==> config.mk <==
export PLATFORM = sky130hd
export DESIGN_NAME = sram_host
export DESIGN_NICKNAME = d
export VERILOG_FILES = /design/src/hw/sram_host_pkg.sv /design/src/hw/sram_host.sv
export SDC_FILE = /design/constraint.sdc
export NUM_CORES = 1
export LEC_CHECK = 0
export CAP_MARGIN = 0
export CELL_PAD_IN_SITES_DETAIL_PLACEMENT = 1
export CELL_PAD_IN_SITES_GLOBAL_PLACEMENT = 1
export CORE_ASPECT_RATIO = 1.75
export CORE_UTILIZATION = 51
export DETAILED_ROUTE_END_ITERATION = 8
export DONT_BUFFER_PORTS = 1
export GPL_TIMING_DRIVEN = 0
export HOLD_SLACK_MARGIN = 0.08
export PLACE_DENSITY_LB_ADDON = 0.1
export SYNTH_ARGS = -nofsm -noshare
export SYNTH_HDL_FRONTEND = slang
export SYNTH_SLANG_ARGS = --single-unit
==> constraint.sdc <==
create_clock -name sys_clk -period 2.3 [get_ports sys_clk]
set_input_delay 0.46 -clock sys_clk [delete_from_list [all_inputs] [get_ports sys_clk]]
set_output_delay 0.46 -clock sys_clk [all_outputs]
set_load 0.02 [all_outputs]
==> src/hw/sram_host_pkg.sv <==
// Package: constants and carrier types for the async SRAM host port
package sram_host_pkg;

  // ==========================================================
  // Geometry
  localparam int ADDR_W = 11;
  localparam int DATA_W = 8;

  // ==========================================================
  // Timing figures in ns, as printed
  localparam int CLK_PERIOD_NS = 10;
  localparam int ADDR_TO_VALID_DELAY_NS = 25;  // Read access, max
  localparam int DRIVE_TO_VALID_DELAY_NS = 12; // Enable to data, max
  localparam int DRIVE_RELEASE_DELAY_NS = 12;  // Enable high to float
  localparam int WRITE_CYCLE_NS = 25;          // Least write cycle
  localparam int SELECT_TO_WRITE_END_NS = 20;
  localparam int ADDR_SETUP_TO_WRITE_END_NS = 20;
  localparam int WRITE_STROBE_WIDTH_NS = 12;
  localparam int WDATA_SETUP_NS = 10;
  localparam int ADDR_HOLD_AFTER_WRITE_NS = 2;

  // Least times round up to whole cycles, never below one
  function automatic int min_cycles(input int ns);
    int c;
    c = (ns + CLK_PERIOD_NS - 1) / CLK_PERIOD_NS;
    return (c < 1) ? 1 : c;
  endfunction

  // Read wait covers access plus one sample slot
  localparam int READ_WAIT_CYC =
    min_cycles(ADDR_TO_VALID_DELAY_NS) + 1;
  // Strobe low long enough for width, setup and cycle length
  localparam int STROBE_CYC = min_cycles(WRITE_CYCLE_NS);
  localparam int WDATA_SETUP_CYC = min_cycles(WDATA_SETUP_NS);
  localparam int ADDR_HOLD_CYC = min_cycles(ADDR_HOLD_AFTER_WRITE_NS);
  localparam int RELEASE_CYC = min_cycles(DRIVE_RELEASE_DELAY_NS);
  localparam int CNT_W = 4;

  // ==========================================================
  // Pin bundles
  typedef struct packed {
    logic [ADDR_W-1:0] word_select_lines;
    logic chip_select_n;
    logic write_strobe_n;
    logic output_enable_n;
  } sram_ctrl_t;

  typedef enum logic [2:0] {
    ST_IDLE = 3'b000,
    ST_READ = 3'b001,
    ST_RREL = 3'b010,
    ST_WSET = 3'b011,
    ST_WSTB = 3'b100,
    ST_WHLD = 3'b101
  } state_t;

endpackage

==> src/hw/sram_host.sv <==
// Host-side controller driving a 2048x8 asynchronous static RAM
`timescale 1ns/1ps
module sram_host (
  input wire logic sys_clk,  // 100 MHz clock
  input wire logic resetn,   // Async reset, active low
  // User request side
  input wire logic req_valid,  // Request present
  output logic req_ready,      // Request taken this cycle
  input wire logic req_write,  // 1 write, 0 read
  input wire logic [sram_host_pkg::ADDR_W-1:0] req_addr,  // Word address
  input wire logic [sram_host_pkg::DATA_W-1:0] req_wdata, // Write data
  output logic rsp_valid,      // Read data pulse
  output logic [sram_host_pkg::DATA_W-1:0] rsp_rdata,  // Read data
  // Memory pins
  output sram_host_pkg::sram_ctrl_t mem_ctrl,  // Address and strobes
  input wire logic [sram_host_pkg::DATA_W-1:0] shared_data_bus_in,  // Pins
  output logic [sram_host_pkg::DATA_W-1:0] shared_data_bus_out,  // Drive
  output logic shared_data_bus_oe  // High while host drives
);

  // ==========================================================
  // State
  sram_host_pkg::state_t state_reg;
  logic [sram_host_pkg::CNT_W-1:0] cnt_reg;
  logic write_reg;
  logic [sram_host_pkg::DATA_W-1:0] sync1_reg, sync2_reg, sync3_reg;
  // Pin flops, gathered into the output bundle further down
  logic [sram_host_pkg::ADDR_W-1:0] addr_reg;  // Address pins
  logic cs_n_reg;  // Select pin
  logic we_n_reg;  // Write strobe pin
  logic oe_n_reg;  // Output enable pin
  logic read_end;  // Last release cycle of a read

  // Handshake is combinational: accept only in idle
  assign req_ready = (state_reg == sram_host_pkg::ST_IDLE);

  // Count compare value at counter width
  function automatic logic [sram_host_pkg::CNT_W-1:0] cyc(input int n);
    return sram_host_pkg::CNT_W'(n);
  endfunction

  // Strobe phase: every strobe count but the last, so select and
  // strobe rise together on one edge
  function automatic logic in_strobe(
    input sram_host_pkg::state_t st,
    input logic [sram_host_pkg::CNT_W-1:0] cnt
  );
    return st == sram_host_pkg::ST_WSTB &&
           cnt != cyc(sram_host_pkg::STROBE_CYC - 1);
  endfunction

  // Read ends as the release wait closes; the device let go of the
  // bus one cycle earlier
  assign read_end = state_reg == sram_host_pkg::ST_RREL &&
                    cnt_reg == cyc(sram_host_pkg::RELEASE_CYC - 1);

  // ==========================================================
  // Sequencer
  always_ff @(posedge sys_clk or negedge resetn) begin
    if (!resetn) begin
      state_reg <= sram_host_pkg::ST_IDLE;
      cnt_reg <= '0;
    end else begin
      case (state_reg)
        sram_host_pkg::ST_IDLE: begin
          if (req_valid) begin
            cnt_reg <= '0;
            state_reg <= req_write ? sram_host_pkg::ST_WSET
                                   : sram_host_pkg::ST_READ;
          end
        end
        sram_host_pkg::ST_READ: begin
          if (cnt_reg == cyc(sram_host_pkg::READ_WAIT_CYC - 1)) begin
            cnt_reg <= '0;
            state_reg <= sram_host_pkg::ST_RREL;
          end else begin
            cnt_reg <= cnt_reg + 1'b1;
          end
        end
        sram_host_pkg::ST_RREL: begin
          if (cnt_reg == cyc(sram_host_pkg::RELEASE_CYC - 1)) begin
            state_reg <= sram_host_pkg::ST_IDLE;
          end else begin
            cnt_reg <= cnt_reg + 1'b1;
          end
        end
        sram_host_pkg::ST_WSET: begin
          cnt_reg <= '0;
          state_reg <= sram_host_pkg::ST_WSTB;
        end
        sram_host_pkg::ST_WSTB: begin
          if (cnt_reg == cyc(sram_host_pkg::STROBE_CYC - 1)) begin
            cnt_reg <= '0;
            state_reg <= sram_host_pkg::ST_WHLD;
          end else begin
            cnt_reg <= cnt_reg + 1'b1;
          end
        end
        sram_host_pkg::ST_WHLD: begin
          if (cnt_reg == cyc(sram_host_pkg::ADDR_HOLD_CYC - 1)) begin
            state_reg <= sram_host_pkg::ST_IDLE;
          end else begin
            cnt_reg <= cnt_reg + 1'b1;
          end
        end
        default: begin
          state_reg <= sram_host_pkg::ST_IDLE;
        end
      endcase
    end
  end

  // ==========================================================
  // Pin drive: address and data latched at acceptance
  always_ff @(posedge sys_clk or negedge resetn) begin
    if (!resetn) begin
      addr_reg <= '0;
      shared_data_bus_out <= '0;
      write_reg <= 1'b0;
    end else if (req_ready && req_valid) begin
      // address moves with select, never after
      addr_reg <= req_addr;
      shared_data_bus_out <= req_wdata;
      write_reg <= req_write;
    end
  end

  // Strobes from flip-flops, glitch free
  always_ff @(posedge sys_clk or negedge resetn) begin
    if (!resetn) begin
      cs_n_reg <= 1'b1;
      we_n_reg <= 1'b1;
      oe_n_reg <= 1'b1;
      shared_data_bus_oe <= 1'b0;
    end else begin
      // select only during a cycle, standby otherwise
      cs_n_reg <= !(
        (state_reg == sram_host_pkg::ST_IDLE && req_valid) ||
        state_reg == sram_host_pkg::ST_READ ||
        state_reg == sram_host_pkg::ST_WSET ||
        in_strobe(state_reg, cnt_reg));
      // strobe low only in write strobe phase
      we_n_reg <= !(state_reg == sram_host_pkg::ST_WSET ||
                    in_strobe(state_reg, cnt_reg));
      // outputs enabled through the whole access wait, so the
      // last two synchroniser samples both lie after the access time
      oe_n_reg <= !(
        (state_reg == sram_host_pkg::ST_IDLE && req_valid &&
         !req_write) ||
        state_reg == sram_host_pkg::ST_READ);
      // data driven from select through hold, held past end
      shared_data_bus_oe <= (state_reg == sram_host_pkg::ST_IDLE &&
                             req_valid && req_write) ||
                            state_reg == sram_host_pkg::ST_WSET ||
                            state_reg == sram_host_pkg::ST_WSTB;
    end
  end

  // Pins leave as one bundle; every field comes straight from a flop,
  // so the strobes cannot glitch between edges
  assign mem_ctrl = '{
    word_select_lines: addr_reg,
    chip_select_n: cs_n_reg,
    write_strobe_n: we_n_reg,
    output_enable_n: oe_n_reg
  };

  // ==========================================================
  // Read data passes three flops; stage three taken when stages agree, else stage two
  always_ff @(posedge sys_clk or negedge resetn) begin
    if (!resetn) begin
      sync1_reg <= '0;
      sync2_reg <= '0;
      sync3_reg <= '0;
    end else begin
      sync1_reg <= shared_data_bus_in;
      sync2_reg <= sync1_reg;
      sync3_reg <= sync2_reg;
    end
  end

  // Capture once the read's release wait ends
  // Select and enable rose one cycle ago; stages two and three then
  // hold pin levels from the two enabled edges before the last
  always_ff @(posedge sys_clk or negedge resetn) begin
    if (!resetn) begin
      rsp_valid <= 1'b0;
      rsp_rdata <= '0;
    end else begin
      rsp_valid <= 1'b0;
      // both stages now hold levels taken after access time
      if (read_end && !write_reg && sync2_reg == sync3_reg) begin
        rsp_valid <= 1'b1;
        rsp_rdata <= sync3_reg;
      end else if (read_end) begin
        rsp_valid <= 1'b1;
        rsp_rdata <= sync2_reg;
      end
    end
  end

endmodule // sram_host

Word level (Yosys, flattened, before mapping):

Index checks and enable logic that the tools add are counted.

* muxes and demuxes: 17
* add/subtract/negate cells: 1
* equality and inequality tests: 17
* reductions and logical operators: 25

Operators by type and width (number)
* 4-bit one-hot mux with 6 select lines: 1
* 4-bit two-way mux: 5
* 3-bit one-hot mux with 6 select lines: 1
* 8-bit two-way mux: 2
* 3-bit two-way mux: 5
* 2-bit != test, second input constant: 6
* 4-bit by 2-bit equality test with 1-bit output, second input constant: 2
* 8-bit equality test: 1
* 1-bit logical AND: 7
* 1-bit logical OR: 7
* 3-bit by 2-bit equality test with 1-bit output, second input constant: 2
* 3-bit equality test, second input constant: 2
* 6-bit nonzero test: 1
* 1-bit zero test: 5
* 5-bit AND reduction: 1
* 4-bit by 1-bit adder with 4-bit output, second input constant: 1
* 4-bit by 1-bit equality test with 1-bit output, second input constant: 1
* 4-bit zero test: 1
* 4-bit by 2-bit != test with 1-bit output, second input constant: 1
* 4-bit AND reduction: 1
* 3-bit by 1-bit equality test with 1-bit output, second input constant: 1
* 3-bit zero test: 1
* 1-bit two-way mux: 2
* 2-bit two-way mux: 1
* other kinds (2): 2

* register bits after elaboration: 64
* word-level logic and storage cells: 74
* output and inout bits: 33

Depth between registers and ports, before layout:

Gate-level depths: netlist of run 1.

* word-level depth: 6
* depth in mapped cells: 6
* gate-level depth less buffers: 6

Worst setup path before layout of run 1:

Ideal clock, no wire load.

* path kind: register to register
* start: register state_reg[1]
* end: register addr_reg[6] (netlist bit)
* arrival: 1.589 ns
* setup slack: 0.586 ns
* buffers on the path: 2
* period minus slack after synthesis: 1.714 ns
* cell stages (with the launch flop): 6
* data required time: 2.175 ns
* cells stage by stage: dfrtp_1 buf_4 nor3_2 and2_1 buf_4 mux2_2

* longest elaborated chain between the ends: 2

RTL lines
* from (decl): line sram_host.sv:23 `sram_host_pkg::state_t state_reg;`
* from (signal assigned): line sram_host.sv:61 `state_reg <= sram_host_pkg::ST_IDLE;`
* from (signal assigned): line sram_host.sv:68 `state_reg <= req_write ? sram_host_pkg::ST_WSET`
* from (signal assigned): line sram_host.sv:75 `state_reg <= sram_host_pkg::ST_RREL;`
* 3-bit zero test: line sram_host.sv:35 `assign req_ready = (state_reg == sram_host_pkg::ST_IDLE);`
* via req_ready: line sram_host.sv:8 `output logic req_ready,`
* 1-bit logical AND: line sram_host.sv:120 `end else if (req_ready && req_valid) begin`
* to (signal assigned): line sram_host.sv:122 `addr_reg <= req_addr;`
* to (decl): line sram_host.sv:28 `logic [sram_host_pkg::ADDR_W-1:0] addr_reg;`

The timed path passes the listed nets, and every way through them passes these cells.
A chain may end at the register's enable or synchronous reset.

Worst setup path after layout of run 1:

* start: register state_reg[1]
* end: register addr_reg[7] (netlist bit)

Same word-level chain as after synthesis.

==> flow_summary.ini, run 1 <==
[critical_path]
cp_data_required_time_ns = 2.49
cp-start-kind = flop
reg2reg_slack_ns = 0.43
cp-end-kind = flop
cp_data_arrival_time_ns = 2.06
r2r-end = addr_reg[7]
reg2reg_depth = 5
rr_startpoint = state_reg[1]
crit_fanout = 10
crit_type = reg2reg

[timing]
relSlewSlack_pct = 71.0
finalHoldViolations = 0
slew_viol_final = 0
post-route-period-util_pct = 81.3
fmax_mhz = 535
setup_viol = 0
tightest_slew_ns = 0.433
final.min_clock_period_ns = 1.87
fin_skew_ns = 0.0102
rsz0062_at_grt = false
setup_tns_ns = 0

[final_layout]
final_layout_size_suffix_gt1_share_pct = 23.1
design_area_sq_um = 2330
largest_register_ffs = 11
num_antenna_cells = 0
nets = 203
area_growth_pct = 8.89
nFillCells = 401

[clocking]
clk_pin_slew_ns = 0.10
cts-root-buf = clkbuf_8
clock-sinks = 55
cts_resized = 0
cts_buffers = 5
cts_setup_buffers = 0
h-tree-depth = 2
cts_tree = done
clk_path_buf_depth = 2
clk_latency_ns = 0.31

[yosys]
synth_edf_count = 0
ys_seq_area_share_pct = 64.5
syn_inst = 159
synth_area_leaders = dfrtp_1 61%, mux2_1 6.8%, nand2_1 4.9%
async_reset_ff_share_pct = 100
synth_nets = 194
synth_top_area_share_pct = 60.9
yosys_warnings = 0
ys_types = 33
synthFlopType = dfrtp_1
ys_seq_elements = 55
yosys.area.top_type = dfrtp_1
syn_avg_cell_area_sq_um = 13.4
netlist_area_sq_um = 2140

[worst_hold_path]
hold_depth = 0
hold_path_class = in2reg
min_from = shared_data_bus_in[2]
worstHoldEndpoint = sync1_reg[2]

[floorplan]
coreArea_sq_um = 3940
rows = 30
fp.dieW_microns = 50.9
num_io_pins = 64
initial_utilization_pct = 54.3
die_h_microns = 87.7
fp.dieArea_sq_um = 4470

[routing]
drt_iter0_markers = 17
routed_via_density = 5.47
avgRoutedWirePerCell_microns = 17.0
totalWireLength_mm = 3.69
vias = 1186
drc = 0
first_pass_iters = 4
postRouteAntennaNets = 0

[power_and_ir_drop]
p_per_area_nw_per_um2 = 1490
vdd_ir_drop_max_mv = 0.749
p_leak_uw = 0.00107

[grt]
grt_pass1_vias = 1291
antenna_found_initial = 0
grt_max_degree = 56
grt_pass1_wl_mm = 6.05
overflow = 0
grt.total_usage_pct = 18.7

[run]
drv_cap = 0

[run_status]
outcome = completed

[placement]
gp_congestion = 0.710
dpl_cell_area_sq_um = 2200
dp_hpwl_mm = 2.68
port_buffers = 0
placed cells by master (no fill, tap or decap):
master	instances
a21oi_1	4
o21ai_2	1
o31ai_1	1
inv_1	4
clkbuf_8	5
a221o_1	1
inv_2	1
clkinv_1	1
o21ai_0	2
and2_1	1
dlygate4sd3_1	1
a31oi_1	3
nand3_2	1
or2_2	1
nor2_4	2
inv_8	1
nor3_2	2
o32ai_4	1
dfrtp_1	52
nor3b_2	1
buf_4	7
a22o_1	2
o21bai_1	1
buf_16	1
o41ai_2	1
mux2_2	7
mux2_1	13
nand3_1	2
mux2i_1	1
nand2b_1	1
a311oi_2	1
nor2_1	6
buf_2	1
clkinvlp_4	1
dfstp_2	3
clkinv_2	1
ha_1	4
nor2b_1	2
nand2_1	28
worst max-delay path by stage:
stage	cells after the start	slack, ns	start	endpoint
after floorplan	5	0.59	state_reg[1]	addr_reg[6]
after global placement	5	0.48	state_reg[1]	addr_reg[7]
after detailed placement	5	0.43	state_reg[1]	addr_reg[7]
after CTS	5	0.40	state_reg[1]	addr_reg[7]
after global routing	5	0.32	state_reg[1]	addr_reg[7]
final	5	0.43	state_reg[1]	addr_reg[7]
synthesized netlist by cell type, drive strengths merged (2+ instances only):
master  count
dfrtp      52
nand2      28
mux2       20
buf         8
nor2        8
inv         5
a21oi       4
ha          4
a31oi       3
dfstp       3
nand3       3
o21ai       3
a22o        2
nor2b       2
nor3        2
cell families after synthesis:
| family | Yosys count | synth area share (%) |
|---|---|---|
| mux | 21 | 11.0 |
| flops | 55 | 64.5 |
| compound gates | 18 | 7.43 |
| simple gates | 47 | 10.9 |
| buf+inv | 14 | 3.74 |
| fa+ha+maj | 4 | 2.34 |
metrics by stage:
| step | hold slack [ns] | setup slack (ns) | util [%] | power (uW) | instances |
|---|---|---|---|---|---|
| 4_1_cts | 0.154 | 0.403 | 59.1 | 3530 | 217 |
| 3_3_place_gp | 0.165 | 0.477 | 55.8 | 2870 | 207 |
| 5_1_grt | 0.143 | 0.320 | 59.1 | 3700 | 217 |
| 2_1_floorplan | 0.164 | 0.586 | - | 2710 | 159 |
| 3_5_place_dp | 0.165 | 0.429 | 55.8 | 2960 | 207 |
| 6_report | 0.163 | 0.431 | 59.1 | 3470 | 217 |
routing by layer:
layer	vias up	routed length, microns	track usage, %
met3	8	225	4.86
met2	44	2060	33.4
met5	-	0	0
met1	586	1320	19.6
met4	0	82	9.60
li1	548	-	-
cell type report:
cell class              count  area, sq um  area share (%)
plain buffers               8         57.6            2.47
clock buffers               5         68.8            2.96
clock inverters             3         23.8            1.02
inverters                   6         22.5           0.967
multi-input cells          90          678            29.1
flip-flops and latches     55         1380            59.3
well taps                  48         60.1            2.58
repair buffers              2         37.5            1.61
worst max-delay path, cell delays in order (launching register included):
cell     delay, ns
dfrtp_1       0.42
buf_4         0.19
nor3_2        0.39
and2_1        0.22
buf_4         0.19
mux2_2        0.35
report_power, final:
group / total [uW] / switching (uW) / internal, uW
registers: 1850 / 531 / 1320
clock network: 532 / 312 / 220
logic: 1090 / 600 / 494
total: 3470 / 1440 / 2030
what timing repair did:
item | in CTS | in global routing
hold endpoints to repair | 55 | 0
endpoints found under the setup margin | 0 | 0
hold buffers | 2 | 0
Power figures use the tool's default switching activity.
==> run 2: changes to the inputs <==
--- a/config.mk
+++ b/config.mk
@@ -5,11 +5,12 @@
 export SDC_FILE = /design/constraint.sdc
 export NUM_CORES = 1
 export LEC_CHECK = 0
+export ABC_AREA = 1
 export CAP_MARGIN = 0
 export CELL_PAD_IN_SITES_DETAIL_PLACEMENT = 1
 export CELL_PAD_IN_SITES_GLOBAL_PLACEMENT = 1
 export CORE_ASPECT_RATIO = 1.75
-export CORE_UTILIZATION = 51
+export CORE_UTILIZATION = 41
 export DETAILED_ROUTE_END_ITERATION = 8
 export DONT_BUFFER_PORTS = 1
 export GPL_TIMING_DRIVEN = 0
==> constraint.sdc (replaced) <==
create_clock -name sys_clk -period 1.7 [get_ports sys_clk]
set_input_delay 0.34 -clock sys_clk [delete_from_list [all_inputs] [get_ports sys_clk]]
set_output_delay 0.34 -clock sys_clk [all_outputs]
set_load 0.02 [all_outputs]
==> flow_summary.ini, run 2 <==
[final_layout]
layout_common_cells = 118 x nand2_1, 52 x dfrtp_1, 16 x inv_1
final_layout_size_suffix_gt1_share_pct = 12.7
register_area_sq_um = 1380
layout_commonest_cell = nand2_1
area_growth_pct = 13.3
nFillCells = 626
final_core_util_pct = 48.4
largest_register_ffs = 11
instances_no_fill = 342
multiInputGateArea_sq_um = 748
num_antenna_cells = 0
nets = 302

[routing]
drc = 0
vias = 1602
totalWireLength_mm = 4.76
postRouteAntennaNets = 0
m1WireLength_mm = 1.76
first_pass_iters = 2
routed_via_density = 4.68
top_layer = met4
met2WireLength_mm = 2.68
drt_iter0_markers = 24
wl_met3_microns = 249
avgRoutedWirePerCell_microns = 13.9

[critical_path]
cp_data_arrival_time_ns = 1.24
crit_type = reg2out
r2r-end = state_reg[1]
cp-end-kind = output pin
cp_data_required_time_ns = 1.36
cp-start-kind = flop
crit_fanout = 7
reg2reg_depth = 8
reg2reg_slack_ns = 0.20
rr_startpoint = cnt_reg[0]

[yosys]
synth_edf_count = 0
synthFlopType = dfrtp_1
syn_avg_cell_area_sq_um = 9.06
synth_commonest_cells = 118 x nand2_1, 52 x dfrtp_1, 16 x inv_1, 15 x nand3_1, 11 x nor2_1
ys_seq_area_share_pct = 60.9
ys_types = 22
synth_top_area_share_pct = 57.5
synth_area_leaders = dfrtp_1 57%, nand2_1 20%, dfstp_2 3.5%
yosys_warnings = 0
synth_nets = 285
yosys.area.top_type = dfrtp_1
ys_seq_elements = 55
syn_inst = 250
synth_most_common_cell = nand2_1
netlist_area_sq_um = 2260
async_reset_ff_share_pct = 100

[timing]
rsz0062_at_grt = false
setup_viol = 0
fin_skew_ns = 0.00851
slew_viol_final = 0
setup_tns_ns = 0
relSlewSlack_pct = 75.8
hold_slack_ns = 0.138
final.min_clock_period_ns = 1.58
tightest_slew_ns = 0.362
fmax_mhz = 631
post-route-period-util_pct = 93.2
finalHoldViolations = 0

[run]
drv_cap = 0

[floorplan]
rows = 35
die_h_microns = 100
fp.dieW_microns = 58.2
initial_utilization_pct = 42.7
coreArea_sq_um = 5300
num_io_pins = 64
fp.dieArea_sq_um = 5840

[placement]
dp.cells = 324
gp_congestion = 0.783
port_buffers = 0
dp_hpwl_mm = 3.55

[grt]
grt_max_degree = 56
antenna_found_initial = 0
grt.total_usage_pct = 18.4
grt_pass1_wl_mm = 8.05
overflow = 0
grt_pass1_vias = 1729

[clocking]
cts_resized = 0
h-tree-depth = 2
hold_buffers = 10
clk_pin_slew_ns = 0.10
cts_tree = done
cts_setup_buffers = 0
clk_latency_ns = 0.31
cts-root-buf = clkbuf_8
clk_path_buf_depth = 2
clock-sinks = 55
cts_buffers = 5

[worst_hold_path]
min_from = req_addr[2]
hold_depth = 2
worstHoldEndpoint = addr_reg[2]
hold_path_class = in2reg

[power_and_ir_drop]
power.switching_uw = 2100
switching_share_pct = 44.9
seqPwrFrac_pct = 53.6
p_leak_uw = 0.00136
internal-power_uw = 2580
p_per_area_nw_per_um2 = 1820
p_comb_share_pct = 30.7
p_clk_share_pct = 15.7
vdd_ir_drop_max_mv = 0.827

[run_status]
outcome = completed
## run 2: changes by cell type after synthesis, moves of 3 or more
cell     before  now
nor2_2        0    6
mux2_1       13    0
mux2_2        7    0
buf_6         0    3
nand2_2       0    5
nand3_1       2   15
nor2_1        6   11
a31oi_1       3    0
nand2_1      28  118
buf_4         7    4
inv_1         4   16
## run 2: worst max path at each step
stage          depth (start not counted)          from      endpoint
5_1_grt                                3  state_reg[1]     req_ready
3_3_place_gp                           8    cnt_reg[0]  state_reg[1]
2_1_floorplan                         10    cnt_reg[1]    cnt_reg[0]
6_report                               3  state_reg[1]     req_ready
4_1_cts                                3  state_reg[1]     req_ready
3_5_place_dp                           8    cnt_reg[0]  state_reg[1]
## run 2: cells by family (layout without fill, tap and decap cells)
kind of cell | Yosys count | count (layout) | share of synthesized area (%)
xor gates and xnor gates | 1 | 1 | 0.387
and+or+nand+nor | 159 | 159 | 29.3
adders and majority gates | 4 | 4 | 2.21
buffers and inverters | 26 | 44 | 6.02
DFF | 55 | 55 | 60.9
AOI/OAI and AO/OA | 5 | 5 | 1.10
## run 2: cell type report
cell class              instances  share of cell area [%]
plain buffers                   8                    2.68
inverters                      18                    2.63
well taps                      74                    3.61
clock inverters                 3                   0.878
flip-flops and latches         55                    53.8
repair buffers                 10                    4.58
multi-input cells             169                    29.2
clock buffers                   5                    2.68
## run 2: routing by layer
metal | up-vias | GRT usage, %
met5 | - | 0
met4 | 0 | 6.04
met3 | 5 | 5.28
met2 | 37 | 33.7
met1 | 770 | 19.7
li1 | 790 | -
## run 2: critical path: stages, from the launching register on
cell and delay, ns:
dfrtp_1 0.49, nor2_4 0.17, nand2_1 0.09, inv_1 0.19
## run 2: power groups by stage
stage | registers [uW] | logic (uW) | clock network, uW
CTS | 2520 | 1470 | 777
detailed placement | 2550 | 1420 | 0
global route | 2560 | 1670 | 808
floorplan | 2420 | 1140 | 0
finish | 2500 | 1430 | 735
global placement | 2530 | 1370 | 0
## run 2: per-stage QoR
stage                     setup slack (ns)  power, uW  area [sq um]
after floorplan                      0.417       3560          2260
after global placement               0.222       3910          2360
after detailed placement             0.193       3960          2360
after CTS                           0.0885       4770          2570
after global routing                0.0291       5040          2570
final                                0.115       4670          2570
==> run 3: changes to the inputs <==
--- a/config.mk
+++ b/config.mk
@@ -15,6 +15,7 @@
 export DONT_BUFFER_PORTS = 1
 export GPL_TIMING_DRIVEN = 0
 export HOLD_SLACK_MARGIN = 0.08
+export MAX_ROUTING_LAYER = met4
 export PLACE_DENSITY_LB_ADDON = 0.1
 export SYNTH_ARGS = -nofsm -noshare
 export SYNTH_HDL_FRONTEND = slang
==> flow_summary.ini, run 3 (synthesis results as in run 2) <==
[worst_hold_path]
hold_path_class = in2reg
worstHoldEndpoint = addr_reg[2]
hold_depth = 2
min_from = req_addr[2]

[grt]
grt.total_usage_pct = 18.8
antenna_found_initial = 0
grt_pass1_wl_mm = 8.04
grt_max_degree = 56
grt_pass1_vias = 1730
overflow = 0

[power_and_ir_drop]
vdd_ir_drop_max_mv = 0.827
p_per_area_nw_per_um2 = 1820
p_leak_uw = 0.00136

[final_layout]
layout_common_cells = 118 x nand2_1, 52 x dfrtp_1, 16 x inv_1
final_layout_size_suffix_gt1_share_pct = 12.7
layout_commonest_cell = nand2_1
nets = 302
nFillCells = 626
largest_register_ffs = 11
multiInputGateArea_sq_um = 748
num_antenna_cells = 0
register_area_sq_um = 1380
area_growth_pct = 13.3

[timing]
final.min_clock_period_ns = 1.58
setup_tns_ns = 0
post-route-period-util_pct = 93.2
setup_viol = 0
finalHoldViolations = 0
fin_ws_ns = 0.116
slew_viol_final = 0
fmax_mhz = 631
rsz0062_at_grt = false
tightest_slew_ns = 0.362
fin_skew_ns = 0.00851
relSlewSlack_pct = 75.8
hold_slack_ns = 0.138

[clocking]
cts-root-buf = clkbuf_8
clk_path_buf_depth = 2
cts_resized = 0
h-tree-depth = 2
clk_pin_slew_ns = 0.10
clk_latency_ns = 0.31
cts_buffers = 5
clock-sinks = 55
cts_tree = done

[routing]
vias = 1604
first_pass_iters = 2
avgRoutedWirePerCell_microns = 13.9
totalWireLength_mm = 4.76
drt_iter0_markers = 30
routed_via_density = 4.69
postRouteAntennaNets = 0
drc = 0

[critical_path]
rr_startpoint = cnt_reg[0]
crit_start = state_reg[1]
cp_data_arrival_time_ns = 1.24
cp-start-kind = flop
cp_data_required_time_ns = 1.36
crit_type = reg2out
reg2reg_slack_ns = 0.20
r2r-end = state_reg[1]
crit_fanout = 7
reg2reg_depth = 8
cp-end-kind = output pin

[placement]
dp_hpwl_mm = 3.55
port_buffers = 0
pre_cts_ws_ns = 0.193
gp_congestion = 0.794

[run_status]
outcome = completed

[floorplan]
fp.dieArea_sq_um = 5840
num_io_pins = 64
fp.dieW_microns = 58.2
initial_utilization_pct = 42.7
rows = 35
coreArea_sq_um = 5300
die_h_microns = 100

[run]
drv_cap = 0
-- run 3: cell type report --
type	count	share of cell area (%)
flip-flops and latches	55	53.8
multi-input cells	169	29.2
repair buffers	10	4.58
well taps	74	3.61
clock buffers	5	2.68
plain buffers	8	2.68
inverters	18	2.63
clock inverters	3	0.878
-- run 3: critical path: stages (launching register included) --
cell     delay, ns
dfrtp_1       0.49
nor2_4        0.17
nand2_1       0.09
inv_1         0.19
-- run 3: per-layer routing --
layer | routed length [microns] | GRT usage [%]
met1 | 1800 | 20.4
met2 | 2680 | 33.7
met3 | 210 | 3.87
met4 | 63 | 6.04
met5 | 0 | -
-- run 3: worst max path at each step --
stage	end	slack, ns	cells past startpoint
5_1_grt	req_ready	0.03	3
4_1_cts	req_ready	0.09	3
2_1_floorplan	cnt_reg[0]	0.42	10
3_5_place_dp	state_reg[1]	0.19	8
6_report	req_ready	0.12	3
3_3_place_gp	state_reg[1]	0.22	8
-- run 3: timing repair --
action	4_1_cts	5_1_grt
hold buffers	10	0
buffers inserted	0	0
endpoints found under the hold margin	63	0
-- run 3: power by group --
group | total [uW] | internal [uW] | switching (uW)
clock network | 735 | 299 | 436
logic | 1440 | 522 | 913
registers | 2500 | 1760 | 749
-- run 3: metrics by stage --
stage               instance area, sq um  utilization, %  instances  power [uW]
finish                              2570            48.4        342        4680
global route                        2570            48.4        342        5040
CTS                                 2570            48.4        342        4770
detailed placement                  2360            44.5        324        3960
global placement                    2360            44.5        324        3910
floorplan                           2260               -        250        3560
